--- src/shared/clkcfg_regs.svh ---
// register offsets, field positions, codes and reset values of the channel clock/line block
`ifndef CLKCFG_REGS_SVH
`define CLKCFG_REGS_SVH

`define OFF_CFG 8'h00
`define OFF_CTRL 8'h04
`define OFF_STAT 8'h08
`define OFF_TXDATA 8'h0c
`define OFF_RXDATA 8'h10
`define OFF_DIV 8'h14

`define CFG_W 15
`define CFG_RESET 15'h0007
`define CFG_X4_BIT 14
`define CFG_RXINV_BIT 13
`define CFG_TXINV_BIT 12
`define CFG_RCS_LSB 10
`define CFG_TCS_LSB 7
`define CFG_BCS_LSB 4
`define CFG_CLOCK_ON_REQUEST_TO_SEND_BIT 3
`define CFG_MODE_LSB 0

`define RCS_BRG 2'h0
`define RCS_RXC 2'h1
`define RCS_DIGITAL_CLOCK_RECOVERY_PLL 2'h2

`define TCS_BRG 3'h0
`define TCS_RXC 3'h1
`define TCS_TXC 3'h2
`define TCS_DIGITAL_CLOCK_RECOVERY_PLL 3'h3
`define TCS_BRG16 3'h4

`define BCS_OSC1 3'h0
`define BCS_OSC2 3'h1
`define BCS_OSC3 3'h2
`define BCS_RXC 3'h3
`define BCS_TXC 3'h4

`define MODE_V35 3'h4
`define MODE_V28 3'h6
`define MODE_HIZ 3'h7

`define CTRL_TX_EN_BIT 0
`define CTRL_RX_EN_BIT 1
`define CTRL_TOE_BIT 2
`define CTRL_RTS_BIT 3
`define CTRL_RESET 4'h0

`define STAT_RXV_BIT 0
`define STAT_OVR_BIT 1
`define DIV_RESET 16'h0001

`define RESP_OKAY 2'h0
`define RESP_SLVERR 2'h2

`endif

--- src/shared/clkcfg_pkg.sv ---
// types shared by the channel clock/line block
package clkcfg_pkg;
  typedef enum logic [1:0] {
    TX_IDLE = 2'b01,
    TX_SHIFT = 2'b10
  } tx_state_t;

  typedef enum logic [3:0] {
    STD_V11 = 4'b0001,
    STD_V35 = 4'b0010,
    STD_V28 = 4'b0100,
    STD_HIZ = 4'b1000
  } line_std_t;
endpackage

--- src/shared/stream_if.sv ---
// valid/ready word stream between the block and its transmit fifo
`timescale 1ns/1ns
interface stream_if #(parameter int W = 32);
  logic valid;
  logic ready;
  logic [W-1:0] data;
  modport src (output valid, output data, input ready);
  modport snk (input valid, input data, output ready);
endinterface

--- src/rtl/word_fifo.sv ---
// synchronous word fifo, width and depth as parameters
`timescale 1ns/1ns
module word_fifo #(
  parameter int W = 32,
  parameter int DEPTH = 4
) (
  // clock and reset
  input wire logic aclk,
  input wire logic aresetn,
  // streams
  stream_if.snk fill,
  stream_if.src drain,
  // level
  output logic [$clog2(DEPTH):0] level
);
  localparam int AW = $clog2(DEPTH);
  logic [W-1:0] mem [DEPTH];
  logic [AW:0] wp_r, wp_nxt, rp_r, rp_nxt;
  logic push, pop;

  always_comb begin
    level = wp_r - rp_r;
    fill.ready = (level != (AW+1)'(DEPTH));
    drain.valid = (level != '0);
    drain.data = mem[rp_r[AW-1:0]];
    push = fill.valid && fill.ready;
    pop = drain.valid && drain.ready;
    wp_nxt = push ? wp_r + 1'b1 : wp_r;
    rp_nxt = pop ? rp_r + 1'b1 : rp_r;
  end

  always_ff @(posedge aclk) begin
    if (!aresetn) begin
      wp_r <= '0;
      rp_r <= '0;
    end else begin
      wp_r <= wp_nxt;
      rp_r <= rp_nxt;
    end
  end

  // storage needs no reset; empty flag hides stale words
  always_ff @(posedge aclk) begin
    if (push) begin
      mem[wp_r[AW-1:0]] <= fill.data;
    end
  end
endmodule

--- src/rtl/chan_clock_line.sv ---
// per-channel clock source, polarity and line mode configuration with a serial data path
// How it works
// - with the receive invert bit clear data is sampled on the falling receive clock edge, else rising.
// - with the transmit invert bit clear each bit is launched on the rising transmit clock edge, else falling.
// - receive clock field picks generator output, receive clock pin or recovered clock; code 11 is reserved.
// - transmit clock field picks generator, receive pin, transmit pin, recovered clock or generator/16.
// - generator source field picks oscillator one, two, three, the receive clock pin or the transmit clock pin.
// - the clock-on-request-to-send bit puts the transmit clock on the request-to-send pin.
// - the transceiver mode resets to 111, which floats every line driver and receiver.
// - mode 100 gives V.35 data/clock with V.28 handshake, mode 110 gives V.28 on all lines.
// - host accesses are little endian, byte 0 on data bits 7:0 and byte 3 on bits 31:24.
// - lower-addressed bytes of a transmit word go onto the line first.
// - earlier received bytes land in lower byte positions of a receive word.
// - the quadrupler bit multiplies the generator input by four, else it is used as is.
//
// Added by the designer: the register offsets and the AXI4-Lite register port.
`timescale 1ns/1ns
`include "clkcfg_regs.svh"
module chan_clock_line
  import clkcfg_pkg::*;
#(
  parameter int FIFO_DEPTH = 4
) (
  // clock and reset
  input wire logic aclk,
  input wire logic aresetn,
  // axi4-lite write address and data
  input wire logic [7:0] s_axi_awaddr,
  input wire logic s_axi_awvalid,
  output logic s_axi_awready,
  input wire logic [31:0] s_axi_wdata,
  input wire logic [3:0] s_axi_wstrb,
  input wire logic s_axi_wvalid,
  output logic s_axi_wready,
  // axi4-lite write response
  output logic [1:0] s_axi_bresp,
  output logic s_axi_bvalid,
  input wire logic s_axi_bready,
  // axi4-lite read
  input wire logic [7:0] s_axi_araddr,
  input wire logic s_axi_arvalid,
  output logic s_axi_arready,
  output logic [31:0] s_axi_rdata,
  output logic [1:0] s_axi_rresp,
  output logic s_axi_rvalid,
  input wire logic s_axi_rready,
  // clock sources from outside
  input wire logic osc1_clk,
  input wire logic osc2_clk,
  input wire logic osc3_clk,
  input wire logic digital_clock_recovery_pll_rx_clk,
  input wire logic digital_clock_recovery_pll_tx_clk,
  // serial line pins
  input wire logic rxc_in,
  input wire logic txc_in,
  output logic txc_out,
  output logic txc_oe,
  input wire logic rxd_in,
  output logic txd_out,
  output logic txd_oe,
  output logic rts_out,
  output logic rts_oe,
  // transceiver mode
  output logic [2:0] transceiver_mode_field,
  output line_std_t data_clock_std,
  output line_std_t handshake_std
);
  // sync bit order: 0 osc1, 1 osc2, 2 osc3, 3 rxc, 4 txc, 5 digital_clock_recovery_pll rx, 6 digital_clock_recovery_pll tx, 7 rxd
  logic [7:0] sync1_r, sync2_r;
  logic [`CFG_W-1:0] cfg_r, cfg_nxt;
  logic [3:0] ctrl_r, ctrl_nxt;
  logic [15:0] div_r, div_nxt;
  logic [7:0] awaddr_r, awaddr_nxt;
  logic [31:0] wdata_r, wdata_nxt;
  logic [3:0] wstrb_r, wstrb_nxt;
  logic aw_held_r, aw_held_nxt, w_held_r, w_held_nxt;
  logic awready_r, awready_nxt, wready_r, wready_nxt;
  logic bvalid_r, bvalid_nxt, arready_r, arready_nxt, rvalid_r, rvalid_nxt;
  logic [1:0] bresp_r, bresp_nxt, rresp_r, rresp_nxt;
  logic [31:0] rdata_r, rdata_nxt;
  logic rd_pop, ovr_clr, both_held;
  logic gen_prev_r, gen_prev_nxt, brg_r, brg_nxt, rx_prev_r, rx_prev_nxt;
  logic tx_prev_r, tx_prev_nxt;
  logic [16:0] acc_r, acc_nxt;
  logic [3:0] b16_r, b16_nxt;
  tx_state_t tx_st_r, tx_st_nxt;
  logic [31:0] tsh_r, tsh_nxt, rsh_r, rsh_nxt, rword_r, rword_nxt;
  logic [4:0] tcnt_r, tcnt_nxt, rcnt_r, rcnt_nxt;
  logic rxv_r, rxv_nxt, ovr_r, ovr_nxt;
  logic txd_r, txd_nxt, txc_r, txc_nxt, txc_oe_r, txc_oe_nxt;
  logic rts_r, rts_nxt, lines_oe_r, lines_oe_nxt;
  logic [2:0] mode_r;
  line_std_t dc_std_r, dc_std_nxt, hs_std_r, hs_std_nxt;
  logic [$clog2(FIFO_DEPTH):0] fifo_level;

  stream_if #(.W(32)) fill_s ();
  stream_if #(.W(32)) drain_s ();

  word_fifo #(.W(32), .DEPTH(FIFO_DEPTH)) u_txfifo (
    .aclk(aclk),
    .aresetn(aresetn),
    .fill(fill_s),
    .drain(drain_s),
    .level(fifo_level)
  );

  function automatic logic gen_pick(input logic [2:0] sel, input logic [7:0] s);
    unique case (sel)
      `BCS_OSC1: gen_pick = s[0];
      `BCS_OSC2: gen_pick = s[1];
      `BCS_OSC3: gen_pick = s[2];
      `BCS_RXC: gen_pick = s[3];
      `BCS_TXC: gen_pick = s[4];
      default: gen_pick = 1'b0;
    endcase
  endfunction

  function automatic logic rx_pick(input logic [1:0] sel, input logic baud_rate_generator, input logic [7:0] s);
    unique case (sel)
      `RCS_BRG: rx_pick = baud_rate_generator;
      `RCS_RXC: rx_pick = s[3];
      `RCS_DIGITAL_CLOCK_RECOVERY_PLL: rx_pick = s[5];
      default: rx_pick = 1'b0;
    endcase
  endfunction

  function automatic logic tx_pick(input logic [2:0] sel, input logic baud_rate_generator, input logic b16,
                                   input logic [7:0] s);
    unique case (sel)
      `TCS_BRG: tx_pick = baud_rate_generator;
      `TCS_RXC: tx_pick = s[3];
      `TCS_TXC: tx_pick = s[4];
      `TCS_DIGITAL_CLOCK_RECOVERY_PLL: tx_pick = s[6];
      `TCS_BRG16: tx_pick = b16;
      default: tx_pick = 1'b0;
    endcase
  endfunction

  function automatic line_std_t dc_std(input logic [2:0] m);
    unique case (m)
      `MODE_V35: dc_std = STD_V35;
      `MODE_V28: dc_std = STD_V28;
      `MODE_HIZ: dc_std = STD_HIZ;
      default: dc_std = STD_V11;
    endcase
  endfunction

  // bus slave and registers
  always_comb begin
    cfg_nxt = cfg_r;
    ctrl_nxt = ctrl_r;
    div_nxt = div_r;
    awaddr_nxt = awaddr_r;
    wdata_nxt = wdata_r;
    wstrb_nxt = wstrb_r;
    aw_held_nxt = aw_held_r;
    w_held_nxt = w_held_r;
    bvalid_nxt = bvalid_r;
    bresp_nxt = bresp_r;
    arready_nxt = !rvalid_r;
    rvalid_nxt = rvalid_r;
    rdata_nxt = rdata_r;
    rresp_nxt = rresp_r;
    rd_pop = 1'b0;
    ovr_clr = 1'b0;
    if (s_axi_awvalid && awready_r) begin
      aw_held_nxt = 1'b1;
      awaddr_nxt = s_axi_awaddr;
    end
    if (s_axi_wvalid && wready_r) begin
      w_held_nxt = 1'b1;
      wdata_nxt = s_axi_wdata;
      wstrb_nxt = s_axi_wstrb;
    end
    if (bvalid_r && s_axi_bready) begin
      bvalid_nxt = 1'b0;
    end
    both_held = aw_held_r && w_held_r && !bvalid_r;
    fill_s.valid = both_held && (awaddr_r == `OFF_TXDATA);
    fill_s.data = wdata_r;
    // a full fifo stalls the write response, so the master feels the back-pressure
    if (both_held && (awaddr_r != `OFF_TXDATA || fill_s.ready)) begin
      aw_held_nxt = 1'b0;
      w_held_nxt = 1'b0;
      bvalid_nxt = 1'b1;
      bresp_nxt = `RESP_OKAY;
      unique case (awaddr_r)
        `OFF_CFG: begin
          if (wstrb_r[0]) cfg_nxt[7:0] = wdata_r[7:0];
          if (wstrb_r[1]) cfg_nxt[14:8] = wdata_r[14:8];
        end
        `OFF_CTRL: if (wstrb_r[0]) ctrl_nxt = wdata_r[3:0];
        `OFF_STAT: ovr_clr = wstrb_r[0] && wdata_r[`STAT_OVR_BIT];
        `OFF_DIV: begin
          if (wstrb_r[0]) div_nxt[7:0] = wdata_r[7:0];
          if (wstrb_r[1]) div_nxt[15:8] = wdata_r[15:8];
        end
        `OFF_TXDATA: ;
        default: bresp_nxt = `RESP_SLVERR;
      endcase
    end
    awready_nxt = !aw_held_nxt;
    wready_nxt = !w_held_nxt;
    if (rvalid_r && s_axi_rready) begin
      rvalid_nxt = 1'b0;
      arready_nxt = 1'b1;
    end
    if (s_axi_arvalid && arready_r) begin
      arready_nxt = 1'b0;
      rvalid_nxt = 1'b1;
      rresp_nxt = `RESP_OKAY;
      rdata_nxt = '0;
      unique case (s_axi_araddr)
        `OFF_CFG: rdata_nxt[`CFG_W-1:0] = cfg_r;
        `OFF_CTRL: rdata_nxt[3:0] = ctrl_r;
        `OFF_STAT: rdata_nxt[$clog2(FIFO_DEPTH)+5:0] = {fifo_level, tx_st_r == TX_SHIFT,
                                      !drain_s.valid, !fill_s.ready, ovr_r, rxv_r};
        `OFF_TXDATA: ;
        `OFF_RXDATA: begin
          rdata_nxt = rword_r;
          rd_pop = 1'b1;
        end
        `OFF_DIV: rdata_nxt[15:0] = div_r;
        default: rresp_nxt = `RESP_SLVERR;
      endcase
    end
  end

  // generator, clock selection and serial path
  always_comb begin
    logic gen_in, rx_lvl, tx_lvl, smp, launch;
    logic [16:0] step, divisor;
    {rx_lvl, tx_lvl, smp, launch, step, divisor} = 38'h0;
    gen_in = gen_pick(cfg_r[`CFG_BCS_LSB +: 3], sync2_r);
    gen_prev_nxt = gen_in;
    acc_nxt = acc_r;
    brg_nxt = brg_r;
    b16_nxt = b16_r;
    step = cfg_r[`CFG_X4_BIT] ? 17'h00004 : 17'h00001;
    divisor = (div_r == '0) ? 17'h00001 : {1'b0, div_r};
    if (gen_in && !gen_prev_r) begin
      // a shrunken divisor restarts the count rather than toggling on every edge
      acc_nxt = (acc_r >= divisor) ? 17'h00000 : acc_r + step;
      if (acc_nxt >= divisor) begin
        acc_nxt = acc_nxt - divisor;
        brg_nxt = !brg_r;
      end
    end
    if (brg_nxt && !brg_r) begin
      b16_nxt = b16_r + 4'h1;
    end
    rx_lvl = rx_pick(cfg_r[`CFG_RCS_LSB +: 2], brg_r, sync2_r);
    tx_lvl = tx_pick(cfg_r[`CFG_TCS_LSB +: 3], brg_r, b16_r[3], sync2_r);
    rx_prev_nxt = rx_lvl;
    tx_prev_nxt = tx_lvl;
    smp = cfg_r[`CFG_RXINV_BIT] ? (rx_lvl && !rx_prev_r) : (!rx_lvl && rx_prev_r);
    launch = cfg_r[`CFG_TXINV_BIT] ? (!tx_lvl && tx_prev_r) : (tx_lvl && !tx_prev_r);
    tx_st_nxt = tx_st_r;
    tsh_nxt = tsh_r;
    tcnt_nxt = tcnt_r;
    txd_nxt = txd_r;
    drain_s.ready = 1'b0;
    if (launch) begin
      unique case (tx_st_r)
        TX_IDLE: begin
          txd_nxt = 1'b1;
          if (ctrl_r[`CTRL_TX_EN_BIT] && drain_s.valid) begin
            drain_s.ready = 1'b1;
            txd_nxt = drain_s.data[0];
            tsh_nxt = {1'b0, drain_s.data[31:1]};
            tcnt_nxt = 5'h01;
            tx_st_nxt = TX_SHIFT;
          end
        end
        TX_SHIFT: begin
          if (tcnt_r != 5'h00) begin
            txd_nxt = tsh_r[0];
            tsh_nxt = {1'b0, tsh_r[31:1]};
            tcnt_nxt = tcnt_r + 5'h01;
          end else if (ctrl_r[`CTRL_TX_EN_BIT] && drain_s.valid) begin
            drain_s.ready = 1'b1;
            txd_nxt = drain_s.data[0];
            tsh_nxt = {1'b0, drain_s.data[31:1]};
            tcnt_nxt = 5'h01;
          end else begin
            txd_nxt = 1'b1;
            tx_st_nxt = TX_IDLE;
          end
        end
      endcase
    end
    rsh_nxt = rsh_r;
    rcnt_nxt = rcnt_r;
    rword_nxt = rword_r;
    rxv_nxt = rxv_r;
    ovr_nxt = ovr_r;
    if (rd_pop) rxv_nxt = 1'b0;
    if (ovr_clr) ovr_nxt = 1'b0;
    if (!ctrl_r[`CTRL_RX_EN_BIT]) begin
      rcnt_nxt = 5'h00;
    end else if (smp) begin
      // first bit shifts down to bit 0, so earlier bytes end up lower
      rsh_nxt = {sync2_r[7], rsh_r[31:1]};
      rcnt_nxt = rcnt_r + 5'h01;
      if (rcnt_r == 5'h1f) begin
        rword_nxt = rsh_nxt;
        rxv_nxt = 1'b1; // set beats a read in the same cycle
        if (rxv_r && !rd_pop) ovr_nxt = 1'b1;
      end
    end
    dc_std_nxt = dc_std(cfg_r[`CFG_MODE_LSB +: 3]);
    hs_std_nxt = (cfg_r[`CFG_MODE_LSB +: 3] == `MODE_V35) ? STD_V28 : dc_std_nxt;
    lines_oe_nxt = (cfg_r[`CFG_MODE_LSB +: 3] != `MODE_HIZ);
    txc_nxt = tx_lvl;
    txc_oe_nxt = ctrl_r[`CTRL_TOE_BIT] && lines_oe_nxt;
    rts_nxt = cfg_r[`CFG_CLOCK_ON_REQUEST_TO_SEND_BIT] ? tx_lvl : ctrl_r[`CTRL_RTS_BIT];
  end

  always_ff @(posedge aclk) begin
    if (!aresetn) begin
      sync1_r <= '0;
      sync2_r <= '0;
      cfg_r <= `CFG_RESET;
      ctrl_r <= `CTRL_RESET;
      div_r <= `DIV_RESET;
      awaddr_r <= '0;
      wdata_r <= '0;
      wstrb_r <= '0;
      aw_held_r <= 1'b0;
      w_held_r <= 1'b0;
      awready_r <= 1'b0;
      wready_r <= 1'b0;
      bvalid_r <= 1'b0;
      bresp_r <= `RESP_OKAY;
      arready_r <= 1'b0;
      rvalid_r <= 1'b0;
      rdata_r <= '0;
      rresp_r <= `RESP_OKAY;
      gen_prev_r <= 1'b0;
      brg_r <= 1'b0;
      acc_r <= '0;
      b16_r <= '0;
      rx_prev_r <= 1'b0;
      tx_prev_r <= 1'b0;
      tx_st_r <= TX_IDLE;
      tsh_r <= '0;
      tcnt_r <= '0;
      rsh_r <= '0;
      rcnt_r <= '0;
      rword_r <= '0;
      rxv_r <= 1'b0;
      ovr_r <= 1'b0;
      txd_r <= 1'b1;
      txc_r <= 1'b0;
      txc_oe_r <= 1'b0;
      rts_r <= 1'b0;
      lines_oe_r <= 1'b0;
      mode_r <= `MODE_HIZ;
      dc_std_r <= STD_HIZ;
      hs_std_r <= STD_HIZ;
    end else begin
      sync1_r <= {rxd_in, digital_clock_recovery_pll_tx_clk, digital_clock_recovery_pll_rx_clk, txc_in, rxc_in, osc3_clk, osc2_clk, osc1_clk};
      sync2_r <= sync1_r;
      cfg_r <= cfg_nxt;
      ctrl_r <= ctrl_nxt;
      div_r <= div_nxt;
      awaddr_r <= awaddr_nxt;
      wdata_r <= wdata_nxt;
      wstrb_r <= wstrb_nxt;
      aw_held_r <= aw_held_nxt;
      w_held_r <= w_held_nxt;
      awready_r <= awready_nxt;
      wready_r <= wready_nxt;
      bvalid_r <= bvalid_nxt;
      bresp_r <= bresp_nxt;
      arready_r <= arready_nxt;
      rvalid_r <= rvalid_nxt;
      rdata_r <= rdata_nxt;
      rresp_r <= rresp_nxt;
      gen_prev_r <= gen_prev_nxt;
      brg_r <= brg_nxt;
      acc_r <= acc_nxt;
      b16_r <= b16_nxt;
      rx_prev_r <= rx_prev_nxt;
      tx_prev_r <= tx_prev_nxt;
      tx_st_r <= tx_st_nxt;
      tsh_r <= tsh_nxt;
      tcnt_r <= tcnt_nxt;
      rsh_r <= rsh_nxt;
      rcnt_r <= rcnt_nxt;
      rword_r <= rword_nxt;
      rxv_r <= rxv_nxt;
      ovr_r <= ovr_nxt;
      txd_r <= txd_nxt;
      txc_r <= txc_nxt;
      txc_oe_r <= txc_oe_nxt;
      rts_r <= rts_nxt;
      lines_oe_r <= lines_oe_nxt;
      mode_r <= cfg_r[`CFG_MODE_LSB +: 3];
      dc_std_r <= dc_std_nxt;
      hs_std_r <= hs_std_nxt;
    end
  end

  assign s_axi_awready = awready_r;
  assign s_axi_wready = wready_r;
  assign s_axi_bvalid = bvalid_r;
  assign s_axi_bresp = bresp_r;
  assign s_axi_arready = arready_r;
  assign s_axi_rvalid = rvalid_r;
  assign s_axi_rdata = rdata_r;
  assign s_axi_rresp = rresp_r;
  assign txd_out = txd_r;
  assign txd_oe = lines_oe_r;
  assign txc_out = txc_r;
  assign txc_oe = txc_oe_r;
  assign rts_out = rts_r;
  assign rts_oe = lines_oe_r;
  assign transceiver_mode_field = mode_r;
  assign data_clock_std = dc_std_r;
  assign handshake_std = hs_std_r;
endmodule

--- config.mk ---
export PLATFORM = sky130hd
export DESIGN_NAME = chan_clock_line
export DESIGN_NICKNAME = d
export VERILOG_FILES = /design/src/shared/clkcfg_pkg.sv /design/src/shared/stream_if.sv /design/src/rtl/word_fifo.sv /design/src/rtl/chan_clock_line.sv
export VERILOG_INCLUDE_DIRS = /design/src /design/src/shared
export SDC_FILE = /design/constraint.sdc
export NUM_CORES = 1
export LEC_CHECK = 0
export BUFFER_PORTS_ARGS = -buffer_cell sky130_fd_sc_hd__clkbuf_2
export CAP_MARGIN = 10
export CORE_MARGIN = 2
export CORE_UTILIZATION = 60
export CTS_BUF_LIST = sky130_fd_sc_hd__clkbuf_8 sky130_fd_sc_hd__clkbuf_16
export DETAILED_ROUTE_END_ITERATION = 8
export MAX_ROUTING_LAYER = met4
export PLACE_DENSITY = 0.76
export SLEW_MARGIN = 20
export SYNTH_ARGS = -nofsm -noshare
export SYNTH_HDL_FRONTEND = slang
export SYNTH_HIERARCHICAL = 1
export SYNTH_SLANG_ARGS = --single-unit
--- constraint.sdc ---
create_clock -name aclk -period 4.65 [get_ports aclk]
set_input_delay 0.93 -clock aclk [delete_from_list [all_inputs] [get_ports aclk]]
set_output_delay 0.93 -clock aclk [all_outputs]
set_load 0.01 [all_outputs]
==> impl_metrics.prom <==
# TYPE chip_impl_metric gauge
chip_impl_info{name="status",value="finished clean"} 1
chip_impl_metric{name="syn-cell-area",unit="sq mm"} 0.01776
chip_impl_metric{name="nFillCells",unit=""} 2148
chip_impl_metric{name="design.die.area",unit="sq mm"} 0.03099
chip_impl_metric{name="chip_height",unit="microns"} 176.0
chip_impl_metric{name="timing.hold.worst_path_depth",unit=""} 1
chip_impl_metric{name="wl_per_cell",unit="microns"} 18.24
chip_impl_metric{name="fmax",unit="GHz"} 0.2281
chip_impl_metric{name="initial_antenna_violation_count",unit=""} 1
chip_impl_metric{name="finalWorstPathRequiredPeriod",unit="ns"} 4.384
chip_impl_metric{name="initial_core_util",unit=""} 0.6137
chip_impl_metric{name="proportion_of_synthesized_chip_area_in_sequential_cells",unit=""} 0.5445
chip_impl_metric{name="design.final.nets",unit=""} 1908
chip_impl_metric{name="p_total",unit="mW"} 8.372
chip_impl_metric{name="grt_pass1_wl",unit="microns"} 64900
chip_impl_metric{name="synth_cells",unit=""} 1703
chip_impl_metric{name="cts.sinks",unit=""} 419
chip_impl_metric{name="min_period_over_period",unit=""} 0.9428
chip_impl_metric{name="grt.total_usage",unit=""} 0.2674
chip_impl_metric{name="setup_viol",unit=""} 0
chip_impl_metric{name="cts.clk_slew.worst_paths",unit="ns"} 0.06
chip_impl_metric{name="timing.critical_path.arrival",unit="ns"} 4.84
chip_impl_metric{name="max-cap-violations",unit=""} 0
chip_impl_metric{name="reg2regPathDepth",unit=""} 17
chip_impl_info{name="rsz0062_at_grt",value="yes"} 1
chip_impl_metric{name="ys_ff_latch",unit=""} 419
chip_impl_info{name="clock_tree_from_tritoncts",value="built"} 1
chip_impl_metric{name="ir_drop",unit="mV"} 0.2642
chip_impl_metric{name="via_count_of_the_first_global_routing_pass",unit=""} 12590
chip_impl_info{name="critPathMostFrequentCell",value="ha_1"} 1
chip_impl_metric{name="leakage",unit="nW"} 7.563
chip_impl_metric{name="route.final.wire_length",unit="microns"} 40310
chip_impl_metric{name="hold_slack",unit="ns"} 0.4282
chip_impl_metric{name="power.density_cell_area",unit="mW/mm^2"} 418.1
chip_impl_info{name="clock_root_cell",value="clkbuf_16"} 1
chip_impl_metric{name="htree_num_levels",unit=""} 2
chip_impl_info{name="timing.critical_path.slowest_stage_cell",value="mux2_2"} 1
chip_impl_metric{name="synthToLayoutAreaGrowth",unit="%"} 12.78
chip_impl_metric{name="critical_path_peak_fanout",unit=""} 16
chip_impl_info{name="kind_of_start_point_of_the_critical_path",value="flip-flop"} 1
chip_impl_metric{name="slew_headroom",unit=""} 0.2777
chip_impl_metric{name="routed_via_density",unit=""} 5.875
chip_impl_metric{name="finalClockSkew",unit="ns"} 0.02020
chip_impl_info{name="critPathKind",value="reg2reg"} 1
chip_impl_metric{name="hold_violations",unit=""} 0
chip_impl_metric{name="clock_insertion_delay_worst_skew",unit="ns"} 0.52
chip_impl_metric{name="cts_made_buffers",unit=""} 42
chip_impl_metric{name="largest_net_degree_at_the_start_of_global_routing",unit=""} 134
chip_impl_metric{name="routabilityCongestion",unit=""} 0.9454
chip_impl_metric{name="detail-route-antenna-nets",unit=""} 0
chip_impl_info{name="synth_most_common_cell",value="dfxtp_1"} 1
chip_impl_metric{name="chipWidth",unit="microns"} 176.0
chip_impl_metric{name="drive_gt1_frac",unit=""} 0.1567
chip_impl_metric{name="postSynth.asyncResetShare",unit=""} 0
chip_impl_metric{name="post_synth_num_cell_types",unit=""} 79
chip_impl_metric{name="first_iter_violations",unit=""} 1062
chip_impl_metric{name="grt_overflow",unit=""} 0
chip_impl_metric{name="dr.pass1.iters",unit=""} 6
chip_impl_metric{name="timing_max_transition_violations_final",unit=""} 0
chip_impl_metric{name="critical_path.max_stage_delay",unit="ns"} 0.35
chip_impl_metric{name="num_vias",unit=""} 12980
chip_impl_metric{name="dpl.hpwl",unit="microns"} 25850
chip_impl_metric{name="coreArea",unit="sq mm"} 0.02894
chip_impl_metric{name="buffer_ports.inserted",unit=""} 120
chip_impl_metric{name="io_pins",unit=""} 125
chip_impl_info{name="post_synth_main_area_contributors",value="dfxtp_1, edfxtp_1, nand2_1, mux4_2, a21oi_1"} 1
chip_impl_metric{name="layoutNonFillerInstCount",unit=""} 2210
chip_impl_info{name="min-delay-path-class",value="reg2reg"} 1
chip_impl_metric{name="synth.yosys.warnings",unit=""} 6
chip_impl_info{name="synth_common_cells",value="dfxtp_1, nand2_1, a21oi_1"} 1
chip_impl_metric{name="post-place-cells",unit=""} 2133
chip_impl_metric{name="yosys.area.top_type_share",unit=""} 0.3281
chip_impl_info{name="crit_path_cell_trace",value="nor4_1 -> a41o_1 -> ha_1 -> nand2b_1 -> a31oi_1 -> o21ai_1 -> a21o_2 -> nor2_1 -> ha_1 -> a21o_1 -> or3_4 -> o21ai_4 -> o41ai_2 -> nor3_2 -> buf_12 -> mux2_2 -> a21oi_1"} 1
chip_impl_metric{name="ctsLongestPathBuffers",unit=""} 3
chip_impl_info{name="leading_area_contributor_after_synthesis",value="dfxtp_1"} 1
chip_impl_info{name="synthFlopType",value="dfxtp_1"} 1
chip_impl_metric{name="worst_ep_required_time",unit="ns"} 5.11
chip_impl_metric{name="core.rowCount",unit=""} 62
chip_impl_metric{name="postSynthAreaPerCell",unit="sq um"} 10.43
chip_impl_metric{name="cts.repair_timing.setup_buffer_count",unit=""} 0
chip_impl_metric{name="drc",unit=""} 0
chip_impl_metric{name="worstMarginPinSlew",unit="ns"} 1.081
chip_impl_metric{name="count_of_flip_flops_with_a_built_in_enable_after_synthesis",unit=""} 128
chip_impl_info{name="end_kind",value="flip-flop"} 1
==> layer usage <==
layer	routed length, microns	up-vias	share of wire	GRT usage
met5	0	-	0	-
met4	781	0	0.019	0.07266
met3	2594	61	0.064	0.03790
met2	19490	371	0.48	0.4394
met1	17440	6288	0.43	0.3505
li1	-	6263	-	-
==> state kept, by name, indices dropped and copies added (netlist names), 16 cells and up, named ones only <==
name,cells
u_txfifo/mem,128
fill_s.data,32
rword_r,32
s_axi_rdata,32
tsh_r,32
rsh_r,31
acc_r,17
div_r,16
==> where the power goes <==
part	leakage [nW]	internal [mW]	switching, mW
Combinational	3.22	0.504	0.655
Sequential	3.61	3.81	0.0600
Clock	0.727	2.00	1.34
==> cells by family after synthesis <==
kind of cell               count (synthesis)  share of synthesized area
adders and majority gates                 48                    0.03467
DFF                                      419                     0.5445
buffers and inverters                    137                    0.03255
xor gates and xnor gates                  29                    0.01515
and+or+nand+nor                          590                     0.1541
muxes                                    108                    0.08625
AOI/OAI and AO/OA                        371                     0.1325
other                                      1                  0.0002112
==> repair_timing <==
action,in CTS,in global routing
hold buffers,0,0
resized for setup,0,7
setup endpoints to repair,0,19
endpoints found under the hold margin,0,0
==> path summary, 6_finish.rpt <==
path | from | slack, ns | endpoint
hold reg to reg | sync1_r[0] | 0.43 | sync2_r[0]
setup / recovery | div_r[9] | 0.27 | acc_r[0]
setup reg to reg | div_r[9] | 0.27 | acc_r[0]
hold / removal | sync1_r[0] | 0.43 | sync2_r[0]
==> critical path: cells and delay by family, from the launching register on <==
kind	cells	cell delay, ns
muxes	1	0.35
buffers and inverters	1	0.20
DFF	1	0.34
adders and majority gates	2	0.57
and+or+nand+nor	5	1.24
AOI/OAI and AO/OA	8	1.63
==> through the flow <==
stage	utilization	TNS, ns	setup WS [ns]	instance area [sq um]
floorplan	-	0	0.5375	17760
global placement	0.6433	0	0.2827	18620
detailed placement	0.6435	0	0.1840	18620
CTS	0.6912	0	0.1450	20000
global route	0.6921	-0.01355	-0.01355	20030
finish	0.6921	0	0.2661	20030
==> layout make-up <==
class / count / area (sq um) / area share
Clock inverter: 30 / 262.8 / 0.01312
Clock buffer: 46 / 1117 / 0.05579
Antenna cell: 1 / 2.502 / 0.0001250
Tap cell: 384 / 480.5 / 0.02399
Inverter: 35 / 136.4 / 0.006810
Timing Repair Buffer: 146 / 808.3 / 0.04036
Sequential cell: 419 / 9671 / 0.4829
Multi-Input combinational cell: 1149 / 7548 / 0.3769
==> placed cells by master (no fill, tap or decap), types with 6 or more instances in the layout <==
cell,netlist,layout
a211oi_1,42,42
nand2_1,276,275
buf_4,4,25
a22o_1,24,24
dfxtp_1,291,290
inv_1,34,46
clkbuf_2,0,120
a21o_1,11,10
nand2b_1,15,15
a22oi_1,7,7
and2_1,32,31
mux2_2,10,10
edfxtp_1,128,128
xnor2_1,13,13
nor2b_1,6,6
mux4_2,34,34
or3_1,33,33
and3_1,13,12
a21oi_1,145,144
nand3_1,22,22
clkbuf_16,0,43
o21a_1,13,13
nand4_1,6,6
nor2_1,129,128
mux2i_1,63,63
xor2_1,15,15
o21ai_0,75,73
clkinv_2,0,8
nor3_1,18,17
ha_1,46,45
Power figures use the tool's default switching activity.
